--- config.mk ---
export PLATFORM = sky130hd
export DESIGN_NAME = osdrc_top
export DESIGN_NICKNAME = d
export VERILOG_FILES = /design/src/rtl/osdrc_pkg.sv /design/src/rtl/osdrc_top.sv
export SDC_FILE = /design/constraint.sdc
export NUM_CORES = 2
export LEC_CHECK = 0
export BUFFER_PORTS_ARGS = -buffer_cell sky130_fd_sc_hd__buf_2
export CORE_MARGIN = 10
export CORE_UTILIZATION = 50
export DETAILED_ROUTE_END_ITERATION = 8
export GPL_ROUTABILITY_DRIVEN = 0
export PLACE_DENSITY = 0.64
export REMOVE_ABC_BUFFERS = 1
export SETUP_SLACK_MARGIN = 0.02
export SLEW_MARGIN = 10
export SYNTH_ARGS = -nofsm -noshare
export SYNTH_HDL_FRONTEND = slang
export SYNTH_SLANG_ARGS = --single-unit
--- constraint.sdc ---
create_clock -name I_CLK -period 11.3 [get_ports I_CLK]
set_input_delay 0 -clock I_CLK [delete_from_list [all_inputs] [get_ports I_CLK]]
set_output_delay 0 -clock I_CLK [all_outputs]
set_load 0.05 [all_outputs]
--- src/rtl/osdrc_pkg.sv ---
package osdrc_pkg;
	// ==========================================
	// Timing
	localparam int CLK_KHZ        = 40000;
	localparam int FLASH_TICK_MS  = 250;
	localparam int FLASH_TICK_CYC = FLASH_TICK_MS * CLK_KHZ;
	// ==========================================
	// Screen geometry
	localparam logic [3:0] ROWS      = 4'hC;
	localparam logic [4:0] COLS      = 5'h18;
	localparam logic [4:0] HALF_COLS = 5'h0C;
	localparam logic [8:0] LAST_CELL = 9'h11F;
	localparam logic [7:0] GLYPH_BLANK = 8'hFE;
	// ==========================================
	// Factory options and background modes
	localparam logic [1:0] OPT_A  = 2'h0;
	localparam logic [1:0] OPT_B  = 2'h1;
	localparam logic [1:0] OPT_C  = 2'h2;
	localparam logic [1:0] BG_NONE = 2'h0;
	localparam logic [1:0] BG_MIN  = 2'h1;
	// ==========================================
	// Opcodes
	localparam logic [3:0] OP1_CLEAR = 4'h0;
	localparam logic [3:0] OP1_DISP  = 4'h1;
	localparam logic [3:0] OP1_COLOR = 4'h2;
	localparam logic [3:0] OP1_INV   = 4'h3;
	localparam logic [3:0] OP1_CHAN  = 4'h7;
	localparam logic [2:0] INV_SUB   = 3'h4;
	localparam logic [4:0] OP2_POS   = 5'h10;
	localparam logic [4:0] OP2_ADDR  = 5'h11;
	localparam logic [7:0] OP2_PIN   = 8'h9C;
	localparam logic [7:0] OP2_SIZE  = 8'h98;
	localparam logic [6:0] OP2_BG    = 7'h59;
	localparam logic [1:0] OP2_CHAR  = 2'h3;
	// ==========================================
	// Field positions
	localparam int DISP_TEXT = 3;
	localparam int DISP_OSC  = 2;
	localparam int PIN_M2    = 7;
	localparam int PIN_M1    = 6;
	localparam int SIZE_BIT  = 6;
	localparam int ATTR_MARK = 8;
	localparam int ATTR_FLSH = 9;
	localparam int ATTR_INV  = 13;
	// ==========================================
	// Register map and reset values
	localparam logic [2:0] REG_CTRL   = 3'h0;
	localparam logic [2:0] REG_STATUS = 3'h1;
	localparam logic [2:0] REG_ROUTE1 = 3'h2;
	localparam logic [2:0] REG_ROUTE2 = 3'h3;
	localparam logic [2:0] REG_SIZE   = 3'h4;
	localparam logic [15:0] CTRL_RST  = 16'h0001;
	localparam logic [2:0] CHAN_ON_RST = 3'h7;

	typedef enum logic [3:0] {
		ST_FIRST  = 4'h1,
		ST_SECOND = 4'h2,
		ST_CONT   = 4'h4,
		ST_CLEAR  = 4'h8
	} osdrc_state_t;
endpackage

--- src/rtl/osdrc_top.sv ---
`timescale 1ns/1ps
// What this block does
// - Colour channel never shows characters marked for the second mono output.
// - Option A: first mono shows unmarked characters in rows with mono_out_one 0.
// - Option A: first mono stays low in rows with mono_out_one 1.
// - Option A: second mono low when mono_out_one 0, else marked characters only.
// - Option B: first mono shows all rows, minus marked characters.
// - Option B: second mono shows marked characters only where mono_out_one is 1.
// - Option C, mono_out_two 0: first mono columns 0-23 or 0-11.
// - Option C, mono_out_two 1: first mono columns 12-23, or low.
// - Option C, mono_out_one 0: second mono columns 0-11, or low.
// - Option C, mono_out_one 1: second mono columns 12-23 or 0-23.
// - Marked characters get no background on colour or first mono.
// - Neighbour rim or background spills one dot into blank cells.
// - Into marked cells, colour and first mono take neighbour rim, not background.
// - Second mono: rim spills into blank cells and between marked cells; background into blank cells only.
// - Background mode and rim are held separately for each channel.
// - Serial commands come in bytes: one-byte, two-byte, continuous two-byte.
// - Bit order is fixed by a factory option; host must match.
// - One-byte opcodes: clear, display control, colours, inverse, channel on/off.
// - Two-byte opcodes: display position and write address.
// - Output pin control and row size control, per row.
// - Per-channel background control; test mode word is ignored.
// - While osc_run_q is 1, top bits 11 write a displayed character with attributes and glyph.
// - Power-on and clear-all zero both mono routing bit sets.
// - Flash rate 00 off, 01 2 Hz, 10 1 Hz, 11 0.5 Hz, 1:1 duty.
module osdrc_top
	import osdrc_pkg::*;
#(
	parameter logic [1:0] OPTION    = OPT_B,
	parameter bit         MSB_FIRST = 1'b1,
	parameter int         FLASH_CYC = FLASH_TICK_CYC
)(
	input  wire logic        I_CLK,
	input  wire logic        I_RST,
	input  wire logic        I_SCK,
	input  wire logic        I_SDA,
	input  wire logic        I_CS_N,
	input  wire logic [2:0]  I_ADDR,
	input  wire logic [15:0] I_WDATA,
	input  wire logic        I_WR,
	input  wire logic        I_RD,
	output logic      [15:0] O_RDATA,
	input  wire logic [3:0]  I_ROW,
	input  wire logic [4:0]  I_COL,
	input  wire logic        I_PIX,
	input  wire logic        I_RIM,
	input  wire logic        I_MINBG,
	input  wire logic        I_NB_RIM,
	input  wire logic        I_NB_BG,
	input  wire logic        I_NB_MARK,
	output logic      [7:0]  O_GLYPH,
	output logic             O_VR,
	output logic             O_VG,
	output logic             O_VB,
	output logic             O_VBLK,
	output logic             O_MONO1,
	output logic             O_MONO1_BLK,
	output logic             O_MONO2,
	output logic             O_MONO2_BLK,
	output logic             O_OSC_RUN,
	output logic             O_ROW_DBL,
	output logic      [4:0]  O_VPOS,
	output logic      [4:0]  O_HPOS
);
	// ==========================================
	// Helpers
	function automatic logic [8:0] cell_idx(input logic [3:0] r, input logic [4:0] c);
		cell_idx = {5'h00, r} * 9'h018 + {4'h0, c};
	endfunction

	// Returns {char, rim, background} for one channel
	function automatic logic [2:0] chan_dot(input logic [1:0] mode, input logic rimf,
		input logic own, input logic chr, input logic nbr_ok, input logic nbb_ok,
		input logic rim, input logic minbg, input logic nbr, input logic nbb);
		logic bg_on;
		bg_on = (mode == BG_MIN) ? minbg : (mode != BG_NONE);
		chan_dot[2] = chr;
		chan_dot[1] = rimf & ((own & rim) | (nbr_ok & nbr));
		chan_dot[0] = (own & bg_on) | (nbb_ok & (mode != BG_NONE) & nbb);
	endfunction

	// ==========================================
	// Serial input synchronisers
	logic [2:0] sck_q;
	logic [1:0] sda_q;
	logic [1:0] cs_q;
	always_ff @(posedge I_CLK or posedge I_RST)
		if (I_RST)
		begin
			sck_q <= 3'h0;
			sda_q <= 2'h0;
			cs_q  <= 2'h3;
		end
		else
		begin
			sck_q <= {sck_q[1:0], I_SCK};
			sda_q <= {sda_q[0], I_SDA};
			cs_q  <= {cs_q[0], I_CS_N};
		end

	logic sck_rise;
	logic frame_on;
	assign sck_rise = sck_q[1] & ~sck_q[2];
	assign frame_on = ~cs_q[1];

	// ==========================================
	// Byte assembly
	logic [6:0] shift_q;
	logic [2:0] bitcnt_q;
	logic       byte_done;
	logic [7:0] byte_val;
	assign byte_val  = MSB_FIRST ? {shift_q, sda_q[1]} : {sda_q[1], shift_q};
	assign byte_done = sck_rise & frame_on & (bitcnt_q == 3'h7);

	always_ff @(posedge I_CLK or posedge I_RST)
		if (I_RST)
		begin
			shift_q  <= 7'h00;
			bitcnt_q <= 3'h0;
		end
		else if (!frame_on)
			bitcnt_q <= 3'h0;
		else if (sck_rise)
		begin
			shift_q  <= MSB_FIRST ? byte_val[6:0] : byte_val[7:1];
			bitcnt_q <= bitcnt_q + 3'h1;
		end

	// ==========================================
	// Command state and configuration
	osdrc_state_t st_q;
	logic [15:0] ctrl_q;
	logic [7:0]  hi_q;
	logic [5:0]  attr_q;
	logic [8:0]  clr_q;
	logic [3:0]  wr_row_q;
	logic [4:0]  wr_col_q;
	logic [11:0] route1_q;
	logic [11:0] route2_q;
	logic [11:0] size_q;
	logic        text_on_q;
	logic        osc_run_q;
	logic [1:0]  flash_rate_q;
	logic        rim_tone_q;
	logic [2:0]  bg_rgb_q;
	logic        inv_en_q;
	logic [2:0]  chan_on_q;
	logic [8:0]  bgctl_q;
	logic [4:0]  vpos_q;
	logic [4:0]  hpos_q;

	logic        accept;
	logic        char_we;
	logic [13:0] char_word;
	logic [15:0] w;
	assign accept = byte_done & ctrl_q[0] & (st_q != ST_CLEAR);
	assign w      = {hi_q, byte_val};
	assign char_we = accept & osc_run_q
		& ((st_q == ST_SECOND && hi_q[7:6] == OP2_CHAR) || st_q == ST_CONT);
	assign char_word = (st_q == ST_CONT) ? {attr_q, byte_val} : {hi_q[5:0], byte_val};

	always_ff @(posedge I_CLK or posedge I_RST)
		if (I_RST)
		begin
			st_q         <= ST_CLEAR;
			hi_q         <= 8'h00;
			attr_q       <= 6'h00;
			clr_q        <= 9'h000;
			wr_row_q     <= 4'h0;
			wr_col_q     <= 5'h00;
			route1_q     <= 12'h000;
			route2_q     <= 12'h000;
			size_q       <= 12'h000;
			text_on_q    <= 1'b0;
			osc_run_q    <= 1'b1;
			flash_rate_q <= 2'h0;
			rim_tone_q   <= 1'b0;
			bg_rgb_q     <= 3'h0;
			inv_en_q     <= 1'b0;
			chan_on_q    <= CHAN_ON_RST;
			bgctl_q      <= 9'h000;
			vpos_q       <= 5'h00;
			hpos_q       <= 5'h00;
		end
		else
		begin
			if (char_we)
			begin
				// Write address advances along the row, then wraps to the next row
				if (wr_col_q == COLS - 5'h01)
				begin
					wr_col_q <= 5'h00;
					wr_row_q <= (wr_row_q == ROWS - 4'h1) ? 4'h0 : wr_row_q + 4'h1;
				end
				else
					wr_col_q <= wr_col_q + 5'h01;
			end
			case (st_q)
				ST_CLEAR:
				begin
					clr_q <= clr_q + 9'h001;
					if (clr_q == LAST_CELL)
						st_q <= ST_FIRST;
				end
				ST_FIRST:
				begin
					if (accept && byte_val[7])
					begin
						hi_q <= byte_val;
						st_q <= ST_SECOND;
					end
					else if (accept)
					begin
						case (byte_val[7:4])
							OP1_CLEAR:
							begin
								st_q         <= ST_CLEAR;
								clr_q        <= 9'h000;
								wr_row_q     <= 4'h0;
								wr_col_q     <= 5'h00;
								route1_q     <= 12'h000;
								route2_q     <= 12'h000;
								size_q       <= 12'h000;
								text_on_q    <= 1'b0;
								osc_run_q    <= 1'b1;
								flash_rate_q <= 2'h0;
							end
							OP1_DISP:
							begin
								text_on_q    <= byte_val[DISP_TEXT];
								osc_run_q    <= byte_val[DISP_OSC];
								flash_rate_q <= byte_val[1:0];
							end
							OP1_COLOR:
							begin
								bg_rgb_q   <= byte_val[3:1];
								rim_tone_q <= byte_val[0];
							end
							OP1_INV:
								if (byte_val[3:1] == INV_SUB)
									inv_en_q <= byte_val[0];
							OP1_CHAN:
								if (!byte_val[3])
									chan_on_q <= byte_val[2:0];
							default:
								chan_on_q <= chan_on_q;
						endcase
					end
				end
				ST_SECOND:
				begin
					if (!frame_on)
						st_q <= ST_FIRST;
					else if (accept)
					begin
						st_q <= ST_FIRST;
						if (w[15:14] == OP2_CHAR)
						begin
							attr_q <= hi_q[5:0];
							st_q   <= ST_CONT;
						end
						else if (w[15:11] == OP2_POS)
						begin
							vpos_q <= w[9:5];
							hpos_q <= w[4:0];
						end
						else if (w[15:11] == OP2_ADDR && w[10:9] == 2'h0)
						begin
							if (w[8:5] < ROWS && w[4:0] < COLS)
							begin
								wr_row_q <= w[8:5];
								wr_col_q <= w[4:0];
							end
						end
						else if (w[15:8] == OP2_PIN && w[3:0] < ROWS)
						begin
							route2_q[w[3:0]] <= w[PIN_M2];
							route1_q[w[3:0]] <= w[PIN_M1];
						end
						else if (w[15:8] == OP2_SIZE && w[3:0] < ROWS)
							size_q[w[3:0]] <= w[SIZE_BIT];
						else if (w[15:9] == OP2_BG)
							bgctl_q <= w[8:0];
						// Test mode words fall through and are dropped
					end
				end
				ST_CONT:
					if (!frame_on)
						st_q <= ST_FIRST;
				default:
					st_q <= ST_FIRST;
			endcase
		end

	// ==========================================
	// Character memory; not reset, the clear sweep fills it
	logic [13:0] vram_q [0:287];
	always_ff @(posedge I_CLK)
		if (st_q == ST_CLEAR)
			vram_q[clr_q] <= {6'h00, GLYPH_BLANK};
		else if (char_we)
			vram_q[cell_idx(wr_row_q, wr_col_q)] <= char_word;

	// ==========================================
	// Flash timebase
	logic [23:0] fcnt_q;
	logic [2:0]  fph_q;
	always_ff @(posedge I_CLK or posedge I_RST)
		if (I_RST)
		begin
			fcnt_q <= 24'h000000;
			fph_q  <= 3'h0;
		end
		else if (fcnt_q == 24'(FLASH_CYC - 1))
		begin
			fcnt_q <= 24'h000000;
			fph_q  <= fph_q + 3'h1;
		end
		else
			fcnt_q <= fcnt_q + 24'h000001;

	logic flash_vis;
	always_comb
		case (flash_rate_q)
			2'h1:    flash_vis = ~fph_q[0];
			2'h2:    flash_vis = ~fph_q[1];
			2'h3:    flash_vis = ~fph_q[2];
			default: flash_vis = 1'b1;
		endcase

	// ==========================================
	// Display stage 1: cell fetch
	logic [13:0] cell_q;
	logic [3:0]  row_q;
	logic [4:0]  col_q;
	always_ff @(posedge I_CLK or posedge I_RST)
		if (I_RST)
		begin
			cell_q <= {6'h00, GLYPH_BLANK};
			row_q  <= 4'h0;
			col_q  <= 5'h00;
		end
		else
		begin
			// Blank while sweeping so the unwritten memory never reaches the pins
			cell_q <= (st_q != ST_CLEAR && I_ROW < ROWS && I_COL < COLS) ? vram_q[cell_idx(I_ROW, I_COL)]
				: {6'h00, GLYPH_BLANK};
			row_q  <= I_ROW;
			col_q  <= I_COL;
		end

	// ==========================================
	// Display stage 2: routing
	logic marked;
	logic blank;
	logic row_ok;
	logic m1r;
	logic m2r;
	logic left;
	logic en1;
	logic en2;
	logic px;
	assign marked = cell_q[ATTR_MARK];
	assign blank  = cell_q[7:0] == GLYPH_BLANK;
	assign row_ok = row_q < ROWS;
	assign m1r    = row_ok & route1_q[row_q];
	assign m2r    = row_ok & route2_q[row_q];
	assign left   = col_q < HALF_COLS;
	assign px     = text_on_q & ~blank & (flash_vis | ~cell_q[ATTR_FLSH])
		& (I_PIX ^ (inv_en_q & cell_q[ATTR_INV]));

	always_comb
		case (OPTION)
			OPT_A:
			begin
				en1 = ~m1r;
				en2 = m1r;
			end
			OPT_C:
			begin
				en1 = m2r ? (~m1r & ~left) : (~m1r | left);
				en2 = m1r ? (m2r | ~left) : (m2r & left);
			end
			default:
			begin
				en1 = 1'b1;
				en2 = m1r;
			end
		endcase

	logic [2:0] a_dot;
	logic [2:0] b_dot;
	logic [2:0] c_dot;
	// Each channel has its own background mode and rim flag
	assign a_dot = chan_dot(bgctl_q[8:7], bgctl_q[6], ~marked, px & chan_on_q[2] & ~marked,
		blank | marked, blank & ~marked, I_RIM, I_MINBG, I_NB_RIM, I_NB_BG);
	assign b_dot = chan_dot(bgctl_q[5:4], bgctl_q[3], ~marked, px & chan_on_q[1] & ~marked & en1,
		blank | marked, blank & ~marked, I_RIM, I_MINBG, I_NB_RIM, I_NB_BG);
	assign c_dot = chan_dot(bgctl_q[2:1], bgctl_q[0], marked, px & chan_on_q[0] & marked & en2,
		blank | (marked & I_NB_MARK), blank, I_RIM, I_MINBG, I_NB_RIM, I_NB_BG);

	// ==========================================
	// Output registers; mono rim and background are black, so only blanking shows them
	logic [7:0] out_q;
	always_ff @(posedge I_CLK or posedge I_RST)
		if (I_RST)
			out_q <= 8'h00;
		else
		begin
			out_q[7] <= a_dot[2] ? cell_q[12] : a_dot[1] ? rim_tone_q : a_dot[0] & bg_rgb_q[2];
			out_q[6] <= a_dot[2] ? cell_q[11] : a_dot[1] ? rim_tone_q : a_dot[0] & bg_rgb_q[1];
			out_q[5] <= a_dot[2] ? cell_q[10] : a_dot[1] ? rim_tone_q : a_dot[0] & bg_rgb_q[0];
			out_q[4] <= |a_dot;
			out_q[3] <= b_dot[2];
			out_q[2] <= |b_dot;
			out_q[1] <= c_dot[2];
			out_q[0] <= |c_dot;
		end

	logic dbl_q;
	always_ff @(posedge I_CLK or posedge I_RST)
		if (I_RST)
			dbl_q <= 1'b0;
		else
			dbl_q <= row_ok & size_q[row_q];

	assign {O_VR, O_VG, O_VB, O_VBLK} = out_q[7:4];
	assign {O_MONO1, O_MONO1_BLK, O_MONO2, O_MONO2_BLK} = out_q[3:0];
	assign O_GLYPH   = cell_q[7:0];
	assign O_OSC_RUN = osc_run_q;
	assign O_ROW_DBL = dbl_q;
	assign O_VPOS    = vpos_q;
	assign O_HPOS    = hpos_q;

	// ==========================================
	// Register port
	logic [15:0] rdata_q;
	always_ff @(posedge I_CLK or posedge I_RST)
		if (I_RST)
			ctrl_q <= CTRL_RST;
		else if (I_WR && I_ADDR == REG_CTRL)
			ctrl_q <= {15'h0000, I_WDATA[0]};

	always_ff @(posedge I_CLK or posedge I_RST)
		if (I_RST)
			rdata_q <= 16'h0000;
		else if (!I_RD)
			rdata_q <= 16'h0000;
		else
			case (I_ADDR)
				REG_CTRL:   rdata_q <= ctrl_q;
				REG_STATUS: rdata_q <= {6'h00, st_q, text_on_q, osc_run_q, flash_rate_q, inv_en_q, rim_tone_q};
				REG_ROUTE1: rdata_q <= {4'h0, route1_q};
				REG_ROUTE2: rdata_q <= {4'h0, route2_q};
				REG_SIZE:   rdata_q <= {4'h0, size_q};
				default:    rdata_q <= 16'h0000;
			endcase
	assign O_RDATA = rdata_q;
endmodule

# Word-level counts from Yosys, hierarchy flattened
# Memory sizes are Yosys's and may differ from the RTL's.
# Index checks and enable logic that the tools add are counted.
[classes]
addsub = 8
n_mul = 2
n_div = 0
order_cmp = 9
eq_ne = 48
shifts = 0
muxes = 100
n_bitwise = 65
n_reduce_logical = 38
[ops]
columns = ["op", "count"]
rows = [
  ["2-to-1 mux 12 bit", 22],
  ["2-to-1 mux 4 bit", 19],
  ["one-hot mux 12 bit (2 select lines)", 3],
  ["one-hot mux 12 bit (5 select lines)", 1],
  ["2-to-1 mux 5 bit", 11],
  ["2-to-1 mux 14 bit", 3],
  ["bitwise AND 1 bit", 41],
  ["bitwise mux 12 bit", 3],
  ["2-to-1 mux 9 bit", 4],
  ["adder 24 x 1 -> 24 bit (second input constant)", 1],
  ["== test 24 bit (second input constant)", 1],
  ["== test 8 bit (second input constant)", 3],
  ["2-to-1 mux 24 bit", 1],
  ["!= test 2 bit (second input constant)", 10],
  ["AND reduction 5 bit", 4],
  ["adder 9 x 5 -> 9 bit", 2],
  ["2-to-1 mux 1 bit", 18],
  ["one-hot mux 9 bit (2 select lines)", 1],
  ["less-than comparator 4 bit (second input constant)", 4],
  ["2-to-1 mux 16 bit", 1],
  ["one-hot mux 4 bit (4 select lines)", 1],
  ["AND reduction 4 bit", 4],
  ["== test 5 bit (second input constant)", 3],
  ["NOT 1 bit", 15],
  ["45 further kinds", 94],
]
[word_totals]
register_bits = 191
latchBits = 0
mem_bits_rw = 4032
mem_bits_ro = 0
word_cells = 303
memories = 1
[mem_list]
columns = ["name", "words", "word_bits", "rd", "rd_ports_with_merged_regs", "wr", "line_no", "source"]
rows = [
  ["vram_q", 288, 14, 1, 0, 1, "osdrc_top.sv:298", "logic [13:0] vram_q [0:287];"],
]

# Logic depth before layout (Yosys ltp)
[logic_depth]
ltp_word = 16
mapped_depth = 14
mapped_depth_nobuf = 11

# Worst setup path after synthesis
# OpenSTA, ideal clock, no wires.
[synth_timing]
kind = "reg-to-reg"
from = "reg bitcnt_q[0]"
to = "mem vram_q[0][10], data pin"
setup_time_ns = 1.542
arrival_ns = 8.353
t_required_ns = 9.758
slack_ns = 1.405
path_stages_with_launch = 10
path_cell_list = "dfrtp_1 ha_1 ha_1 nand2_1 nor4_4 buf_4 nand4_4 buf_2 buf_2 nor2_1"
[synth_via]
elab_chain_len = 11
[synth_lines]
columns = ["item", "line_no", "source"]
rows = [
  ["start, declared", "osdrc_top.sv:110", "logic [2:0] bitcnt_q;"],
  ["start signal, assigned", "osdrc_top.sv:127", "bitcnt_q <= bitcnt_q + 3'h1;"],
  ["== test 3 bit", "osdrc_top.sv:114", "assign byte_done = sck_rise & frame_on & (bitcnt_q == 3'h7);"],
  ["bitwise AND 1 bit", "osdrc_top.sv:114", ""],
  ["bitwise AND 1 bit (2 in a row)", "osdrc_top.sv:157", "assign accept = byte_done & ctrl_q[0] & (st_q != ST_CLEAR);"],
  ["bitwise AND 1 bit", "osdrc_top.sv:159", "assign char_we = accept & osc_run_q"],
  ["bitwise AND 1 bit", "osdrc_top.sv:160", "& ((st_q == ST_SECOND && hi_q[7:6] == OP2_CHAR) || st_q == ST_CONT);"],
  ["2-to-1 mux 1 bit", "osdrc_top.sv:302", "else if (char_we)"],
  ["2-to-1 mux 1 bit", "osdrc_top.sv:300", "if (st_q == ST_CLEAR)"],
  ["2-to-1 mux 1 bit (not written as such)", "osdrc_top.sv:303", "vram_q[cell_idx(wr_row_q, wr_col_q)] <= char_word;"],
  ["OR reduction 14 bit (no line)", "n/a", ""],
  ["2-to-1 mux 14 bit (no line)", "n/a", ""],
  ["end, declared", "osdrc_top.sv:298", ""],
]
# Every way passes these cells.

# Final worst setup path
[layout_timing]
from = "reg bitcnt_q[0]"
to = "mem vram_q[256][2], enable pin"
[layout_via]
elab_chain_len = 11
elab_cells_between_ends = 12
cone_classes = "1 x eq/ne; 5 x mux; 5 x bitwise; 1 x reduce/logical"
[layout_lines]
columns = ["item", "line_no"]
rows = [
  ["== test 3 bit (*)", "osdrc_top.sv:114"],
  ["bitwise AND 1 bit (*)", "osdrc_top.sv:114"],
  ["bitwise AND 1 bit (*) (2 in a row)", "osdrc_top.sv:157"],
  ["bitwise AND 1 bit (*)", "osdrc_top.sv:159"],
  ["bitwise AND 1 bit (*)", "osdrc_top.sv:160"],
  ["2-to-1 mux 1 bit (*)", "osdrc_top.sv:302"],
  ["2-to-1 mux 1 bit (*)", "osdrc_top.sv:300"],
  ["2-to-1 mux 1 bit (not written as such) (*)", "osdrc_top.sv:303"],
  ["OR reduction 14 bit (no line)", "n/a"],
  ["2-to-1 mux 9 bit (no line) / 2-to-1 mux 1 bit (equally long branches)", "n/a"],
]
# Every way passes the cells marked *; elsewhere a longest branch is shown, timed or not.

==> flow_metrics.tcl <==
set metrics [dict create \
    outcome "finished, violations left" \
    violations "DRC" \
    p_per_area_mw_per_mm2 173 \
    wl_per_cell_um 33.3 \
    final_common_cell "edfxtp_1" \
    htree_levels 5 \
    vias_per_cell 6.46 \
    drtIter0Drc 11800 \
    post-dp-hpwl_um 268000 \
    finalCriticalPeriod_ps 5600 \
    clk_pin_slew_worst_paths_ps 60 \
    postCtsSetupBuffers 0 \
    cts_buffers 422 \
    tritoncts "yes" \
    clock.fmax_mhz 178 \
    start_util 0.503 \
    finalCritPeriodShare 0.496 \
    grt_pass1_vias 83400 \
    yosys_warnings 0 \
    cap_violations 0 \
    fin_nets 8475 \
    final_cell_mix "edfxtp_1, mux4_2, buf_4" \
    path_class "reg2reg" \
    grt_pass1_wl_um 624000 \
    timing.setup.tns_ps 0 \
    min_path_type "in2reg" \
    fillers 24200 \
    synthCells 7910 \
    root_buffer "clkbuf_16" \
    synth-async-reset-ratio 0.0443 \
    relSlewSlack 0.126 \
    rsz0062_at_grt "no" \
    port_buffers 65 \
    core_mm2 0.331 \
    holdWs_ps 99.3 \
    first_pass_iters 9 \
    regArea_mm2 0.126 \
    die_h_um 597 \
    layout.cells.non_filler 13100 \
    syn_to_final_growth_pct 12.6 \
    synth-edff-count 4032 \
    rows 211 \
    worstMarginPinSlew_ps 1290 \
    final_antenna_net_count 0 \
    finalSetupViolations 0 \
    crit_arrival_ps 6190 \
    final-hold-violation-count 0 \
    end_kind "register" \
    finish.utilization 0.567 \
    cts_buffer_depth 4 \
    hold_buffers 44 \
    io_pins 85 \
    clk_latency_ps 990 \
    p_leak_nw 62.8 \
    ir_drop_mv 0.158 \
    clock_skew_ps 55.8 \
    multiInputGateArea_mm2 0.0384 \
    grtUsageTotal 0.241 \
    cp.required_ps 11890 \
    die-area_mm2 0.357 \
    grt_max_degree 209 \
    synth.yosys.seq_area_share 0.755 \
    syn_area_per_cell_um2 21.1 \
    drv_slew 0 \
    die_width_um 597 \
    place_inst 12300 \
    syn_area_mm2 0.167 \
    drive_gt1_frac 0.273 \
    antenna_found_initial 16 \
    via_count 84800 \
    crit_fanout 48 \
    drc 2 \
    start_kind "register" \
    wirelength_um 438000 \
    overflow 0 \
    cts_sinks 4219 \
    ys_ff_latch 4219 \
    ys_types 89 \
    synthFlopType "edfxtp_1" \
    cts_resized 0 \
]
[critical path, stage by stage (launching register included)]
cell and delay, ps:
dfrtp_1 360, ha_1 150, ha_1 190, nand2_1 120, nor4_4 640, and4_1 560
o32a_2 580, buf_4 690, nand3_1 810, nor2_2 1010
[synthesized netlist by cell type (37+ instances only)]
library cell,count,share of area
edfxtp_1,4032,0.73
mux4_2,943,0.13
mux2i_1,368,0.022
nor3_1,265,0.0080
nor2_1,231,0.0052
nand2_1,225,0.0051
dfrtp_1,172,0.026
clkbuf_1,164,0.0037
buf_2,132,0.0040
o21ai_0,132,0.0040
a221oi_1,111,0.0058
a21oi_1,99,0.0030
nand3_1,76,0.0023
a22oi_1,60,0.0027
buf_8,54,0.0049
mux2_2,53,0.0036
a221o_1,47,0.0028
buf_6,46,0.0031
a22o_1,43,0.0023
inv_1,38,0.00086
nand2b_1,37,0.0014
[routing by layer]
| metal | up-vias | routed length (um) | global-route usage |
|---|---|---|---|
| met4 | 6 | 16600 | 0.0798 |
| li1 | 34300 | - | - |
| met1 | 45400 | 174000 | 0.349 |
| met5 | - | 35 | 0 |
| met2 | 4449 | 202000 | 0.365 |
| met3 | 673 | 44100 | 0.0545 |
[state kept, by name (all words and copies together), names as in the netlist, 5 cells and up]
| register | count |
|---|---|
| size_q | 12 |
| shift_q | 7 |
| out_q | 8 |
| O_RDATA | 12 |
| O_VPOS | 5 |
| hi_q | 8 |
| fcnt_q | 24 |
| attr_q | 6 |
| cell_q | 14 |
| bgctl_q | 9 |
| route1_q | 12 |
| vram_q | 4032 |
| route2_q | 12 |
| O_HPOS | 5 |
| clr_q | 9 |
| wr_col_q | 5 |
[area by class of cell]
cell class,instances,share of cell area
Tap cell,4366,0.0291
Clock inverter,240,0.0119
Sequential cell,4219,0.671
Clock buffer,528,0.0592
Multi-Input combinational cell,3167,0.205
Inverter,40,0.000921
Timing Repair Buffer,561,0.0231
Antenna cell,8,0.000107
[cell families after synthesis]
group	count (synthesis)	synth area share
flip-flops	4219	0.755
multiplexers	1397	0.158
AND/OR/NAND/NOR	978	0.0279
AO/OA/AOI/OAI	720	0.0320
buffers and inverters	527	0.0222
XOR/XNOR	45	0.00237
adder cells (fa/ha/maj)	23	0.00191
other	1	0.0000225
[through the flow]
stage,setup WS [ps],cell area (um^2),power [mW]
3_3_place_gp,5570,174000,19.2
5_1_grt,5410,188000,33.4
6_report,5700,188000,32.5
3_5_place_dp,5520,174000,19.2
2_1_floorplan,1420,163000,18.1
4_1_cts,5750,188000,32.7
[final timing paths]
path                       cells past startpoint  slack [ps]                    start                        to
min in group asynchronous                      4         320                    I_RST        sck_q[1]$_DFF_PP0_
max reg2reg                                    9        5700  bitcnt_q[0]$_DFFE_PP0P_  vram_q[256][2]$_DFFE_PP_
max                                            9        5700  bitcnt_q[0]$_DFFE_PP0P_  vram_q[256][2]$_DFFE_PP_
min reg2reg                                    0         360       sck_q[0]$_DFF_PP0_        sck_q[1]$_DFF_PP0_
max in group asynchronous                      5        9240                    I_RST       fcnt_q[8]$_DFF_PP0_
min                                            6         100                 I_COL[2]       cell_q[2]$_DFF_PP1_
[where the power goes]
group | internal (mW) | switching (mW)
clock network | 7.76 | 5.85
registers | 16.9 | 0.128
logic | 0.524 | 1.32
Power figures use the tool's default switching activity.
